[src/common/tcr_pkg.sv]
// Constants shared by the timer capture/compare register block
package tcr_pkg;

    // ****************************************
    // Register offsets in data space
    // ****************************************
    localparam logic [7:0] OFS_EVENT_FLAGS  = 8'h36;
    localparam logic [7:0] OFS_EVENT_MASK   = 8'h6f;
    localparam logic [7:0] OFS_COUNT_LOW    = 8'h84;
    localparam logic [7:0] OFS_COUNT_HIGH   = 8'h85;
    localparam logic [7:0] OFS_CAPTURE_LOW  = 8'h86;
    localparam logic [7:0] OFS_CAPTURE_HIGH = 8'h87;
    localparam logic [7:0] OFS_CMP_A_LOW    = 8'h88;
    localparam logic [7:0] OFS_CMP_A_HIGH   = 8'h89;
    localparam logic [7:0] OFS_CMP_B_LOW    = 8'h8a;
    localparam logic [7:0] OFS_CMP_B_HIGH   = 8'h8b;
    // I/O space address plus this gives the data space address
    localparam logic [7:0] IO_SPACE_DELTA   = 8'h20;

    // ****************************************
    // Field positions in flags and mask
    // ****************************************
    localparam int BIT_CAPTURE = 5;
    localparam int BIT_CMP_B   = 2;
    localparam int BIT_CMP_A   = 1;
    localparam int BIT_WRAP    = 0;
    localparam logic [7:0] FLAG_BITS_MASK = 8'h27;

    // ****************************************
    // Reset values
    // ****************************************
    localparam logic [7:0]  RST_FLAGS = 8'h00;
    localparam logic [7:0]  RST_MASK  = 8'h00;
    localparam logic [7:0]  RST_BYTE  = 8'h00;
    localparam logic [15:0] RST_WORD  = 16'h0000;

    // ****************************************
    // Waveform modes that take TOP from capture
    // ****************************************
    localparam logic [3:0] WGM_PFC_CAP  = 4'h8;
    localparam logic [3:0] WGM_PC_CAP   = 4'ha;
    localparam logic [3:0] WGM_CLR_CAP  = 4'hc;
    localparam logic [3:0] WGM_FAST_CAP = 4'he;

endpackage : tcr_pkg

[src/verilog/tcr_regs.sv]
// 16-bit timer capture, compare, flag and mask registers with shared high-byte latch
`timescale 1ns/1ps

// Function
// - Capture event copies counter into capture value
// - Capture value may serve as counter TOP
// - Capture read atomic via shared temp byte
// - Compare writes atomic via shared temp byte
// - Compare values continuously matched against counter
// - Capture request needs mask5, global, flag
// - Compare B request needs mask2, global, flag
// - Compare A request needs mask1, global, flag
// - Overflow request needs mask0, global, flag
// - Capture flag on event, or TOP
// - Flags clear on vector or written one
// - Compare A flag one timer clock later
// - Compare B flag one timer clock later
// - Forced compare never sets a flag
// - Overflow flag set on engine overflow
// - Flags at data 0x36, I/O 0x16
// - Counter bytes atomic through temp byte
// - Counter write blocks next compare match
module tcr_regs (
    // Clock and reset
    input  wire logic        mclk,
    input  wire logic        arst_n,
    // CPU byte register port
    input  wire logic [7:0]  cpu_addr,
    input  wire logic        cpu_io_space,
    input  wire logic        cpu_wr,
    input  wire logic        cpu_rd,
    input  wire logic [7:0]  cpu_wdata,
    output logic      [7:0]  cpu_rdata,
    // Interrupt controller
    input  wire logic        global_irq_en,
    input  wire logic [3:0]  irq_ack,
    output logic      [3:0]  irq_req,
    // Counting engine
    input  wire logic        tmr_tick,
    input  wire logic [15:0] timer1_count,
    input  wire logic [3:0]  waveform_mode_field,
    input  wire logic        top_reached,
    input  wire logic        overflow_evt,
    output logic             count_load,
    output logic      [15:0] count_load_value,
    output logic             capture_is_top,
    // Capture sources
    input  wire logic        capture_input_pin,
    input  wire logic        comparator_evt,
    input  wire logic        capture_src_sel,
    // Compare values and waveform matches
    input  wire logic        force_match_a,
    input  wire logic        force_match_b,
    output logic      [15:0] capture_value,
    output logic      [15:0] compare_a_value,
    output logic      [15:0] compare_b_value,
    output logic             match_a,
    output logic             match_b
);

    // ****************************************
    // State
    // ****************************************
    logic [7:0]  temp_ff,  nxt_temp;
    logic [7:0]  flags_ff, nxt_flags;
    logic [7:0]  mask_ff,  nxt_mask;
    logic [15:0] cap_ff,   nxt_cap;
    logic [15:0] cmpa_ff,  nxt_cmpa;
    logic [15:0] cmpb_ff,  nxt_cmpb;
    logic [15:0] load_ff,  nxt_load;
    logic        ld_ff,    nxt_ld;
    logic        block_ff, nxt_block;
    logic [7:0]  rdata_ff, nxt_rdata;

    logic [7:0]  daddr;
    logic        wr_flags, wr_mask, wr_cnt_lo, wr_cnt_hi;
    logic        wr_cap_lo, wr_cap_hi, wr_a_lo, wr_a_hi, wr_b_lo, wr_b_hi;
    logic        cap_evt;
    logic        set_a, set_b;
    logic [7:0]  set_vec, clr_vec;

    // ****************************************
    // Address decode
    // ****************************************
    // I/O space accesses are lifted into data space
    assign daddr     = cpu_io_space ? 8'(cpu_addr + tcr_pkg::IO_SPACE_DELTA) : cpu_addr;
    assign wr_flags  = cpu_wr && (daddr == tcr_pkg::OFS_EVENT_FLAGS);
    assign wr_mask   = cpu_wr && (daddr == tcr_pkg::OFS_EVENT_MASK);
    assign wr_cnt_lo = cpu_wr && (daddr == tcr_pkg::OFS_COUNT_LOW);
    assign wr_cnt_hi = cpu_wr && (daddr == tcr_pkg::OFS_COUNT_HIGH);
    assign wr_cap_lo = cpu_wr && (daddr == tcr_pkg::OFS_CAPTURE_LOW);
    assign wr_cap_hi = cpu_wr && (daddr == tcr_pkg::OFS_CAPTURE_HIGH);
    assign wr_a_lo   = cpu_wr && (daddr == tcr_pkg::OFS_CMP_A_LOW);
    assign wr_a_hi   = cpu_wr && (daddr == tcr_pkg::OFS_CMP_A_HIGH);
    assign wr_b_lo   = cpu_wr && (daddr == tcr_pkg::OFS_CMP_B_LOW);
    assign wr_b_hi   = cpu_wr && (daddr == tcr_pkg::OFS_CMP_B_HIGH);

    // ****************************************
    // Capture source and TOP selection
    // ****************************************
    // Pin or comparator event; disconnected while capture is TOP
    assign capture_is_top = (waveform_mode_field == tcr_pkg::WGM_PFC_CAP) ||
                            (waveform_mode_field == tcr_pkg::WGM_PC_CAP)  ||
                            (waveform_mode_field == tcr_pkg::WGM_CLR_CAP) ||
                            (waveform_mode_field == tcr_pkg::WGM_FAST_CAP);
    assign cap_evt = !capture_is_top && (capture_src_sel ? comparator_evt : capture_input_pin);

    // ****************************************
    // Compare channels
    // ****************************************
    tcr_compare_unit #(.WIDTH(16)) u_cmp_a (
        .mclk          (mclk),
        .arst_n        (arst_n),
        .tmr_tick      (tmr_tick),
        .count_value   (timer1_count),
        .compare_value (cmpa_ff),
        .block_match   (block_ff),
        .force_strobe  (force_match_a),
        .set_flag      (set_a),
        .match_pulse   (match_a)
    );

    tcr_compare_unit #(.WIDTH(16)) u_cmp_b (
        .mclk          (mclk),
        .arst_n        (arst_n),
        .tmr_tick      (tmr_tick),
        .count_value   (timer1_count),
        .compare_value (cmpb_ff),
        .block_match   (block_ff),
        .force_strobe  (force_match_b),
        .set_flag      (set_b),
        .match_pulse   (match_b)
    );

    // ****************************************
    // Flags and mask
    // ****************************************
    // Hardware set wins over a same-cycle clear
    always_comb begin
        set_vec = 8'h00;
        set_vec[tcr_pkg::BIT_CAPTURE] = capture_is_top ? top_reached : cap_evt;
        set_vec[tcr_pkg::BIT_CMP_B]   = set_b;
        set_vec[tcr_pkg::BIT_CMP_A]   = set_a;
        set_vec[tcr_pkg::BIT_WRAP]    = overflow_evt;
        clr_vec = wr_flags ? cpu_wdata : 8'h00;
        clr_vec[tcr_pkg::BIT_CAPTURE] = clr_vec[tcr_pkg::BIT_CAPTURE] | irq_ack[3];
        clr_vec[tcr_pkg::BIT_CMP_B]   = clr_vec[tcr_pkg::BIT_CMP_B] | irq_ack[2];
        clr_vec[tcr_pkg::BIT_CMP_A]   = clr_vec[tcr_pkg::BIT_CMP_A] | irq_ack[1];
        clr_vec[tcr_pkg::BIT_WRAP]    = clr_vec[tcr_pkg::BIT_WRAP] | irq_ack[0];
        nxt_flags = ((flags_ff & ~clr_vec) | set_vec) & tcr_pkg::FLAG_BITS_MASK;
        nxt_mask  = wr_mask ? (cpu_wdata & tcr_pkg::FLAG_BITS_MASK) : mask_ff;
    end

    always_ff @(posedge mclk or negedge arst_n) begin
        if (!arst_n) begin
            flags_ff <= tcr_pkg::RST_FLAGS;
            mask_ff  <= tcr_pkg::RST_MASK;
        end else begin
            flags_ff <= nxt_flags;
            mask_ff  <= nxt_mask;
        end
    end

    // Interrupt requests gated by mask and global enable
    assign irq_req[3] = global_irq_en && mask_ff[tcr_pkg::BIT_CAPTURE] && flags_ff[tcr_pkg::BIT_CAPTURE];
    assign irq_req[2] = global_irq_en && mask_ff[tcr_pkg::BIT_CMP_B] && flags_ff[tcr_pkg::BIT_CMP_B];
    assign irq_req[1] = global_irq_en && mask_ff[tcr_pkg::BIT_CMP_A] && flags_ff[tcr_pkg::BIT_CMP_A];
    assign irq_req[0] = global_irq_en && mask_ff[tcr_pkg::BIT_WRAP] && flags_ff[tcr_pkg::BIT_WRAP];

    // ****************************************
    // 16-bit registers and shared temp byte
    // ****************************************
    // High writes park in temp; low access moves both bytes at once
    always_comb begin
        nxt_temp  = temp_ff;
        nxt_cap   = cap_ff;
        nxt_cmpa  = cmpa_ff;
        nxt_cmpb  = cmpb_ff;
        nxt_load  = load_ff;
        nxt_ld    = 1'b0;
        nxt_block = tmr_tick ? 1'b0 : block_ff;
        if (wr_cnt_hi || wr_cap_hi || wr_a_hi || wr_b_hi) begin
            nxt_temp = cpu_wdata;
        end
        if (cpu_rd && daddr == tcr_pkg::OFS_COUNT_LOW) begin
            nxt_temp = timer1_count[15:8];
        end
        if (cpu_rd && daddr == tcr_pkg::OFS_CAPTURE_LOW) begin
            nxt_temp = cap_ff[15:8];
        end
        if (wr_cnt_lo) begin
            nxt_load  = {temp_ff, cpu_wdata};
            nxt_ld    = 1'b1;
            nxt_block = 1'b1;
        end
        if (wr_cap_lo) begin
            nxt_cap = {temp_ff, cpu_wdata};
        end
        if (cap_evt) begin
            nxt_cap = timer1_count;
        end
        if (wr_a_lo) begin
            nxt_cmpa = {temp_ff, cpu_wdata};
        end
        if (wr_b_lo) begin
            nxt_cmpb = {temp_ff, cpu_wdata};
        end
    end

    always_ff @(posedge mclk or negedge arst_n) begin
        if (!arst_n) begin
            temp_ff  <= tcr_pkg::RST_BYTE;
            cap_ff   <= tcr_pkg::RST_WORD;
            cmpa_ff  <= tcr_pkg::RST_WORD;
            cmpb_ff  <= tcr_pkg::RST_WORD;
            load_ff  <= tcr_pkg::RST_WORD;
            ld_ff    <= 1'b0;
            block_ff <= 1'b0;
        end else begin
            temp_ff  <= nxt_temp;
            cap_ff   <= nxt_cap;
            cmpa_ff  <= nxt_cmpa;
            cmpb_ff  <= nxt_cmpb;
            load_ff  <= nxt_load;
            ld_ff    <= nxt_ld;
            block_ff <= nxt_block;
        end
    end

    assign capture_value    = cap_ff;
    assign compare_a_value  = cmpa_ff;
    assign compare_b_value  = cmpb_ff;
    assign count_load       = ld_ff;
    assign count_load_value = load_ff;

    // ****************************************
    // Read data
    // ****************************************
    // Low bytes and compare high bytes read live, count and capture high bytes read the temp latch
    always_comb begin
        nxt_rdata = rdata_ff;
        if (cpu_rd) begin
            unique case (daddr)
                tcr_pkg::OFS_EVENT_FLAGS:  nxt_rdata = flags_ff;
                tcr_pkg::OFS_EVENT_MASK:   nxt_rdata = mask_ff;
                tcr_pkg::OFS_COUNT_LOW:    nxt_rdata = timer1_count[7:0];
                tcr_pkg::OFS_CAPTURE_LOW:  nxt_rdata = cap_ff[7:0];
                tcr_pkg::OFS_CMP_A_LOW:    nxt_rdata = cmpa_ff[7:0];
                tcr_pkg::OFS_CMP_A_HIGH:   nxt_rdata = cmpa_ff[15:8];
                tcr_pkg::OFS_CMP_B_LOW:    nxt_rdata = cmpb_ff[7:0];
                tcr_pkg::OFS_CMP_B_HIGH:   nxt_rdata = cmpb_ff[15:8];
                tcr_pkg::OFS_COUNT_HIGH,
                tcr_pkg::OFS_CAPTURE_HIGH: nxt_rdata = temp_ff;
                default:                   nxt_rdata = 8'h00;
            endcase
        end
    end

    always_ff @(posedge mclk or negedge arst_n) begin
        if (!arst_n) begin
            rdata_ff <= tcr_pkg::RST_BYTE;
        end else begin
            rdata_ff <= nxt_rdata;
        end
    end

    assign cpu_rdata = rdata_ff;

    // ****************************************
    // Checks
    // ****************************************
    a_capture_copy: assert property (@(posedge mclk) disable iff (!arst_n)
        cap_evt |=> cap_ff == $past(timer1_count))
        else $error("capture did not copy counter");

    a_capture_top: assert property (@(posedge mclk) disable iff (!arst_n)
        capture_is_top |-> waveform_mode_field[3] && !waveform_mode_field[0])
        else $error("capture used as TOP in wrong mode");

    a_capture_atomic: assert property (@(posedge mclk) disable iff (!arst_n)
        cpu_rd && daddr == tcr_pkg::OFS_CAPTURE_LOW
        |=> temp_ff == $past(cap_ff[15:8]))
        else $error("capture high byte not from temp");

    a_cmp_a_write: assert property (@(posedge mclk) disable iff (!arst_n)
        wr_a_lo |=> cmpa_ff == {$past(temp_ff), $past(cpu_wdata)})
        else $error("compare A write not atomic");

    a_irq_capture: assert property (@(posedge mclk) disable iff (!arst_n)
        irq_req[3] |-> global_irq_en && mask_ff[5] && flags_ff[5])
        else $error("capture request without cause");

    a_irq_cmp_b: assert property (@(posedge mclk) disable iff (!arst_n)
        global_irq_en && mask_ff[2] && flags_ff[2] |-> irq_req[2])
        else $error("compare B request missing");

    a_irq_cmp_a: assert property (@(posedge mclk) disable iff (!arst_n)
        irq_req[1] == (global_irq_en && mask_ff[1] && flags_ff[1]))
        else $error("compare A request wrong");

    a_irq_wrap: assert property (@(posedge mclk) disable iff (!arst_n)
        irq_req[0] == (global_irq_en && mask_ff[0] && flags_ff[0]))
        else $error("overflow request wrong");

    a_capture_flag: assert property (@(posedge mclk) disable iff (!arst_n)
        (capture_is_top ? top_reached : cap_evt) |=> flags_ff[5])
        else $error("capture flag not set");

    a_flag_w1c: assert property (@(posedge mclk) disable iff (!arst_n)
        wr_flags && cpu_wdata[0] && !overflow_evt |=> !flags_ff[0])
        else $error("written one did not clear overflow flag");

    a_flag_ack: assert property (@(posedge mclk) disable iff (!arst_n)
        irq_ack[1] && !set_a |=> !flags_ff[1])
        else $error("vector did not clear compare A flag");

    a_cmp_b_flag: assert property (@(posedge mclk) disable iff (!arst_n)
        set_b |=> flags_ff[2])
        else $error("compare B flag not set");

    a_wrap_flag: assert property (@(posedge mclk) disable iff (!arst_n)
        overflow_evt |=> flags_ff[0])
        else $error("overflow flag not set");

    a_io_alias: assert property (@(posedge mclk) disable iff (!arst_n)
        cpu_rd && cpu_io_space && cpu_addr == 8'h16 |=> cpu_rdata == $past(flags_ff))
        else $error("flags not at I/O alias");

    a_count_load: assert property (@(posedge mclk) disable iff (!arst_n)
        wr_cnt_lo |=> count_load && count_load_value == {$past(temp_ff), $past(cpu_wdata)})
        else $error("counter load not atomic");

    a_count_block: assert property (@(posedge mclk) disable iff (!arst_n)
        wr_cnt_lo |=> block_ff)
        else $error("counter write did not block matches");

endmodule : tcr_regs

[src/verilog/tcr_compare_unit.sv]
// One output compare channel: match detection and flag set timing
`timescale 1ns/1ps
module tcr_compare_unit #(
    parameter int WIDTH = 16
) (
    // Clock and reset
    input  wire logic             mclk,
    input  wire logic             arst_n,
    // Timer side
    input  wire logic             tmr_tick,
    input  wire logic [WIDTH-1:0] count_value,
    input  wire logic [WIDTH-1:0] compare_value,
    input  wire logic             block_match,
    input  wire logic             force_strobe,
    // Results
    output logic                  set_flag,
    output logic                  match_pulse
);

    logic pend_ff;
    logic nxt_pend;

    // Match seen on a tick is held until the following tick
    always_comb begin
        nxt_pend = pend_ff;
        if (tmr_tick) begin
            nxt_pend = (count_value == compare_value) && !block_match;
        end
    end

    always_ff @(posedge mclk or negedge arst_n) begin
        if (!arst_n) begin
            pend_ff <= 1'b0;
        end else begin
            pend_ff <= nxt_pend;
        end
    end

    // Flag rises one timer clock after the equal count; force only drives the waveform
    assign set_flag    = tmr_tick && pend_ff;
    assign match_pulse = set_flag || force_strobe;

    a_match_pend: assert property (@(posedge mclk) disable iff (!arst_n)
        tmr_tick && (count_value == compare_value) && !block_match |=> pend_ff)
        else $error("equal count not registered as match");

    a_block_match: assert property (@(posedge mclk) disable iff (!arst_n)
        tmr_tick && block_match |=> !pend_ff)
        else $error("match not blocked after count write");

    a_flag_next_tick: assert property (@(posedge mclk) disable iff (!arst_n)
        tmr_tick && pend_ff |-> set_flag)
        else $error("flag not set on tick after match");

    a_force_no_flag: assert property (@(posedge mclk) disable iff (!arst_n)
        force_strobe && !pend_ff |-> !set_flag)
        else $error("forced compare set the flag");

endmodule : tcr_compare_unit

[config.mk]
export PLATFORM = sky130hd
export DESIGN_NAME = tcr_regs
export DESIGN_NICKNAME = d
export VERILOG_FILES = /design/src/common/tcr_pkg.sv /design/src/verilog/tcr_regs.sv /design/src/verilog/tcr_compare_unit.sv
export SDC_FILE = /design/constraint.sdc
export NUM_CORES = 1
export LEC_CHECK = 0
export BUFFER_PORTS_ARGS = -buffer_cell sky130_fd_sc_hd__buf_2
export CAP_MARGIN = 20
export CORE_ASPECT_RATIO = 0.6
export CORE_MARGIN = 1.5
export CORE_UTILIZATION = 42
export DETAILED_ROUTE_END_ITERATION = 7
export GPL_TIMING_DRIVEN = 0
export PLACE_DENSITY = 0.69
export SYNTH_ARGS = -nofsm -noshare
export SYNTH_HDL_FRONTEND = slang
export SYNTH_SLANG_ARGS = --single-unit
[constraint.sdc]
create_clock -name mclk -period 1.2 [get_ports mclk]
set_input_delay 0 -clock mclk [delete_from_list [all_inputs] [get_ports mclk]]
set_output_delay 0 -clock mclk [all_outputs]
set_load 0.01 [all_outputs]
==> results of run 1 <==
[metal layers]
metal  routed length (µm)  GRT usage
met5                    0          0
met4                  235     0.0637
met3                 1710     0.0796
met2                 8030      0.446
met1                 8660      0.456
[worst max path at each step]
stage / from / cells past startpoint / to
floorplan: cpu_addr[5] / 7 / count_load_value[10]
global placement: cpu_addr[5] / 7 / capture_value[8]
detailed placement: cpu_addr[5] / 7 / capture_value[5]
CTS: cpu_addr[6] / 9 / compare_b_value[9]
global route: cpu_addr[6] / 9 / temp_ff[7]
finish: cpu_addr[6] / 9 / temp_ff[4]
[synthesized netlist by cell type, drive strengths merged (2+ instances only)]
| master | number |
|---|---|
| a211oi | 2 |
| a21o | 2 |
| a21oi | 16 |
| a221oi | 12 |
| a22o | 8 |
| a22oi | 8 |
| a31oi | 2 |
| a32o | 4 |
| and3 | 5 |
| buf | 4 |
| clkbuf | 16 |
| dfrtp | 92 |
| inv | 11 |
| mux2 | 58 |
| mux2i | 26 |
| nand2 | 33 |
| nand2b | 2 |
| nand3 | 6 |
| nand3b | 2 |
| nand4 | 12 |
| nor2 | 6 |
| nor2b | 6 |
| nor3 | 2 |
| nor3b | 3 |
| nor4 | 4 |
| o21ai | 21 |
| o22ai | 9 |
| o2bb2ai | 3 |
| o32ai | 3 |
| xnor2 | 18 |
| xor2 | 16 |
[worst max-delay path, delay by kind of cell]
kind                       cells  cell delay [ps]
adders and majority gates      1              230
buffers and inverters          3              420
muxes                          1              220
and+or+nand+nor                2              350
AOI/OAI and AO/OA              2              560
[layout make-up]
cell class              instances  area, µm²  area share
well taps                     160        200      0.0276
flip-flops and latches         92       2310       0.319
repair buffers                186       1290       0.178
multi-input cells             305       2900       0.400
plain buffers                  18        188      0.0259
clock buffers                  10        229      0.0316
inverters                      12       46.3     0.00638
clock inverters                 6       88.8      0.0123
[per-stage QoR]
| step | instance area, µm² | total power [mW] | TNS [ps] | instances |
|---|---|---|---|---|
| after global placement | 5780 | 5.09 | -134960 | 715 |
| after CTS | 7010 | 8.46 | -19520 | 780 |
| after floorplan | 4950 | 4.41 | -31100 | 429 |
| after global routing | 7250 | 8.86 | -25740 | 789 |
| after detailed placement | 5810 | 5.15 | -74110 | 716 |
| final | 7250 | 8.59 | -20710 | 789 |
[logic make-up after synthesis]
group           count (synthesis)
compound gates                 99
flops                          92
simple gates                   87
mux                            84
xor+xnor                       34
buf+inv                        32
fa+ha+maj                       1
[sequential cells by signal, indices dropped and copies added, names as in the netlist]
signal            flops
cpu_rdata             8
flags_ff              4
u_cmp_a.pend_ff       1
compare_a_value      16
capture_value        16
temp_ff               8
block_ff              1
u_cmp_b.pend_ff       1
compare_b_value      16
count_load_value     16
mask_ff               4
count_load            1
[power breakdown]
group | total (mW) | switching [mW] | leakage (nW) | internal (mW)
clock | 3.08 | 1.25 | 0.149 | 1.83
sequential | 3.72 | 0.338 | 1.23 | 3.38
combinational | 1.79 | 1.00 | 2.14 | 0.792
[timing repair]
item	in CTS	in global routing
setup endpoints to repair	92	92
resized for setup	97	42
pin swaps	31	33
setup buffers	39	10
endpoints found under the hold margin	55	0
hold buffers	9	0
gates cloned	2	0
==> metrics, run 1 <==
result of the run=finished, violations left; failing checks=negative setup slack; count of state elements after synthesis=between 90 and 100; chip height=86.4 µm; placer congestion estimate=0.924; Area growth, synth to finish=48.9%; number of top-level pins=134; mean post-synth cell area=11.3 µm²; post-route antenna net violation count=0; slowest cell on the critical path=sky130_fd_sc_hd__a221o_2; largest stage delay on the critical path=around 470 ps; starting density of the core=0.431; global-route wire length before repair=27.7 mm; worst-case hold slack=just under 20 ps; Reg-to-Reg Start=compare_b_value[7]; worst path arrival time=approximately 1800 ps; Period Utilization, post-route=1.30; RR Endpoint=cpu_rdata[7]; Synth Cell Area=4870 µm²; multiplexer share of the synthesized area=0.188; clk sinks=92; clock root buffer master=sky130_fd_sc_hd__clkbuf_16; total of endpoints with negative setup slack in the final report=91; clock latency on the worst-skew pair=350 ps; share of final-layout standard cells stronger than drive strength 1=0.539; cell types with the largest area share after synthesis=sky130_fd_sc_hd__dfrtp_1 47%, sky130_fd_sc_hd__mux2_2 13%, sky130_fd_sc_hd__mux2i_1 5.3%; final worst path period need=1560 ps; Cells on Worst Hold Path=3; TritonCTS clock tree=yes; crit-path cells=buf_8 -> ha_4 -> nand3b_1 -> a221o_2 -> buf_6 -> nor3_4 -> buf_12 -> mux2i_1 -> a21oi_1; clock buffer depth=2; largest fanout of any net on the critical path=8; Synth Area in XOR/XNOR=0.0612; max-slew violation count=0; portion of the post-synthesis area used by sequential elements=0.473; number of cell instances on the worst register-to-register path=4; critical path type=in -> reg; Max IR drop VDD=0.824 mV; number of detailed-route iterations in the first pass=5; number of design-rule violations left by the first detailed-router iteration=441; Leak Pwr=roughly 3.5 nW; hold violation total from the final report=0; commonest cells after routing, fill and taps aside=120 x sky130_fd_sc_hd__buf_2, 85 x sky130_fd_sc_hd__dfrtp_1, 57 x sky130_fd_sc_hd__mux2_2; worst slew margin relative to its limit=0.531; endpoint type of the worst setup path=flop; number of distinct library cell variants in the gate-level netlist after synthesis=53; proportion of synthesized flip-flops having asynchronous set or reset=1.00; horizontal extent of the die=142 µm; slew at the pin closest to its max-slew limit=703 ps; number of instances in the synthesized netlist=429; antenna cells=0; internal reg-to-reg setup slack=-300 ps; fin nets=679; yosys warns=0; synthesized-area fraction occupied by adder cells=0.00257; post-synth net total=484; pin count of the biggest net entering global routing=51; Std-Cell Rows=30; Synth area leader=sky130_fd_sc_hd__dfrtp_1; count of filler cells inserted in the layout=900; detailed-route DRC error count=0; most frequently used flop master after synthesis=sky130_fd_sc_hd__dfrtp_1; path type of the worst min-delay path=in -> reg; half-perimeter wire length of the detailed placement result=12.7 mm; setup slack of the critical path after layout=-363 ps; CTS H-Tree Depth=3; total of max-cap violations=0; Place WS=-1030 ps; post-layout util=0.642; Worst-path clk slew=70 ps; total routed wirelength=18.6 mm; Min-Delay Endpoint=capture_value[12]; min-delay src=timer1_count[12]; number of enable-type register cells in the synthesized netlist=0; number of antenna violations at the first check in global routing=0; setup repair after global routing missed its margin=true; global-route usage over all layers=0.305; Std-Cell Core Area=11300 µm²; per-cell routed wire length=23.6 µm; most common cell after layout, fill and taps aside=sky130_fd_sc_hd__buf_2; Critical Path Source Type=input port; peak clock frequency supported by timing=640 MHz; routed via count=between 4000 and 5000; Port Buf Inserts=126; main combinational cell family by area after synthesis=multiplexers; clock buffer count from CTS=9; synthesized-area fraction occupied by ao, oa, aoi and oai cells=0.146; Via-to-Cell Ratio=approximately 5.9; Total Die Area=12300 µm²; worst endpoint required time=1430 ps; ratio of total power to cell area=1180 nW/µm²; number of global-route vias before repair=4621; sum of overflow across all layers after global routing=0; Final Skew=9.91 ps; area fraction of the dominant cell type after synthesis=0.473; area fraction in and, or, nand and nor cells after synthesis=0.0997
Power figures use the tool's default switching activity.
==> run 2: changes to the inputs <==
--- a/config.mk
+++ b/config.mk
@@ -12,7 +12,7 @@
 export CORE_UTILIZATION = 42
 export DETAILED_ROUTE_END_ITERATION = 7
 export GPL_TIMING_DRIVEN = 0
-export PLACE_DENSITY = 0.69
+export PLACE_DENSITY = 0.66
 export SYNTH_ARGS = -nofsm -noshare
 export SYNTH_HDL_FRONTEND = slang
 export SYNTH_SLANG_ARGS = --single-unit
==> constraint.sdc (replaced) <==
create_clock -name mclk -period 1.8 [get_ports mclk]
set_input_delay 0 -clock mclk [delete_from_list [all_inputs] [get_ports mclk]]
set_output_delay 0 -clock mclk [all_outputs]
set_load 0.01 [all_outputs]
==> metrics, run 2 (synthesis results as in run 1) <==
result of the run=complete, no violations; Area growth, synth to finish=27.1%; Worst-path clk slew=60 ps (about the same); starting density of the core=0.431 (unchanged); Max IR drop VDD=0.496 mV (-40%); path type of the worst min-delay path=in -> reg; commonest cells after routing, fill and taps aside=127 x sky130_fd_sc_hd__buf_2, 92 x sky130_fd_sc_hd__dfrtp_1, 58 x sky130_fd_sc_hd__mux2_2; global-route usage over all layers=0.271 (-0.0347); peak clock frequency supported by timing=557 MHz; count of filler cells inserted in the layout=1027 (+14%); Std-Cell Rows=30 (unchanged); top routing layer in use=met4; sum of overflow across all layers after global routing=0 (unchanged); met3 wirelength from detailed routing=1.69 mm (-1.4%); clock buffer count from CTS=9 (unchanged); internal reg-to-reg setup slack=160 ps (+460 ps); Post-Layout Cell Count=744 (-5.7%); number of top-level pins=134 (unchanged); setup repair after global routing missed its margin=true; horizontal extent of the die=142 µm (unchanged); min-delay src=cpu_wdata[4]; clock latency on the worst-skew pair=350 ps (about the same); number of global-route vias before repair=4197 (-9.2%); Inst Count DP=717 (+0.14%); largest fanout of any net on the critical path=10 (+2); global-route wire length before repair=24.5 mm (-11%); fin nets=634 (-6.6%); Leak Pwr=3.08 nW (-12%); critical path type=in -> reg; sequential standard cell area=2300 µm² (-0.38%); chip height=86.4 µm (unchanged); clock root buffer master=sky130_fd_sc_hd__clkbuf_16; setup slack of the critical path after layout=5.23 ps (+369 ps); worst-case hold slack=19.0 ps (-0.397 ps); number of design-rule violations left by the first detailed-router iteration=417 (-5.4%); routed via count=4314 (-7.0%); RR Endpoint=u_cmp_a.pend_ff; Reg-to-Reg Start=compare_a_value[7]; number of detailed-route iterations in the first pass=5 (unchanged); per-cell routed wire length=21.6 µm (-8.5%); max-slew violation count=0 (unchanged); Critical Path Source Type=input port; post-route antenna net violation count=0 (unchanged); worst path arrival time=2030 ps (+240 ps); Place WS=-690 ps (+337 ps); detailed-route DRC error count=0 (unchanged); most common cell after layout, fill and taps aside=sky130_fd_sc_hd__buf_2; antenna cells=0 (unchanged); number of antenna violations at the first check in global routing=0 (unchanged); endpoint type of the worst setup path=flop; share of final-layout standard cells stronger than drive strength 1=0.389 (-0.150); Final Skew=6.70 ps (-3.21 ps); pin count of the biggest net entering global routing=72 (+41%); placer congestion estimate=0.922 (-0.19%); multi-input gate area in the final layout=2460 µm² (-15%); half-perimeter wire length of the detailed placement result=12.0 mm (-5.8%); total of max-cap violations=0 (unchanged); Via-to-Cell Ratio=5.80 (-1.4%); Total Negative Setup Slacks=0 ps (+20710 ps); Std-Cell Core Area=11300 µm² (unchanged); worst slew margin relative to its limit=0.499 (-0.0319); length of routed met2 wiring=6.63 mm (-17%); routed length on met1=7.56 mm (-13%); launching element of the worst setup path=cpu_addr[5]; number of cell instances on the worst register-to-register path=4 (unchanged); total routed wirelength=16.1 mm (-14%); total of endpoints with negative setup slack in the final report=0 (-100%); slew at the pin closest to its max-slew limit=751 ps (+47.8 ps); final worst path period need=1790 ps; hold violation total from the final report=0 (unchanged); worst setup path endpoint=compare_a_value[6]; Port Buf Inserts=126 (unchanged); clock buffer depth=2 (unchanged); CTS H-Tree Depth=3 (unchanged); TritonCTS clock tree=yes; clk sinks=92 (unchanged); ratio of total power to cell area=850 nW/µm² (-28%); Total Die Area=12300 µm² (unchanged); post-layout util=0.548 (-0.0942); Period Utilization, post-route=0.997; worst endpoint required time=2030 ps (+600 ps)
[run 2: power by group]
part / internal [mW] / total (mW) / switching (mW)
combinational: 0.392 / 0.920 / 0.528
clock: 1.08 / 1.86 / 0.787
sequential: 2.25 / 2.48 / 0.222
total: 3.72 / 5.26 / 1.54
[run 2: cell type report]
class / instances / area share
clock inverters: 4 / 0.00809
plain buffers: 20 / 0.0182
clock buffers: 12 / 0.0382
well taps: 160 / 0.0324
flip-flops and latches: 92 / 0.372
repair buffers: 139 / 0.127
multi-input cells: 305 / 0.397
inverters: 12 / 0.00728
[run 2: metrics by stage]
| stage | instance area, µm² | total power, mW |
|---|---|---|
| final | 6190 | 5.26 |
| after floorplan | 4870 | 2.92 |
| after global routing | 6190 | 5.49 |
| after detailed placement | 5730 | 3.40 |
| after CTS | 6150 | 5.28 |
| after global placement | 5700 | 3.35 |
[run 2: worst min-delay path by stage]
| stage | to | slack (ps) | cells after the start |
|---|---|---|---|
| after CTS | compare_b_value[4] | 1 | 2 |
| after floorplan | block_ff | -300 | 0 |
| after detailed placement | count_load | -80 | 1 |
| final | compare_b_value[4] | 20 | 2 |
| after global placement | flags_ff[0] | 190 | 2 |
| after global routing | compare_b_value[4] | 20 | 2 |
[run 2: layer usage]
layer	up-vias	global-route usage
li1	1912	-
met5	-	0
met4	0	0.0675
met2	253	0.382
met1	2130	0.405
met3	19	0.0790
[run 2: what timing repair did]
item / 4_1_cts / 5_1_grt
endpoints found under the setup margin: 54 / 60
buffers inserted: 2 / 0
endpoints found under the hold margin: 102 / 1
pin swaps: 2 / 1
hold buffers: 8 / 1
gates resized for setup: 7 / 14
[run 2: critical path: stages]
cell,delay (ps)
sky130_fd_sc_hd__buf_2,130
sky130_fd_sc_hd__ha_1,310
sky130_fd_sc_hd__nand3b_1,230
sky130_fd_sc_hd__a221oi_4,370
sky130_fd_sc_hd__and2_1,240
sky130_fd_sc_hd__nand2_2,200
sky130_fd_sc_hd__buf_8,260
sky130_fd_sc_hd__mux2_2,280
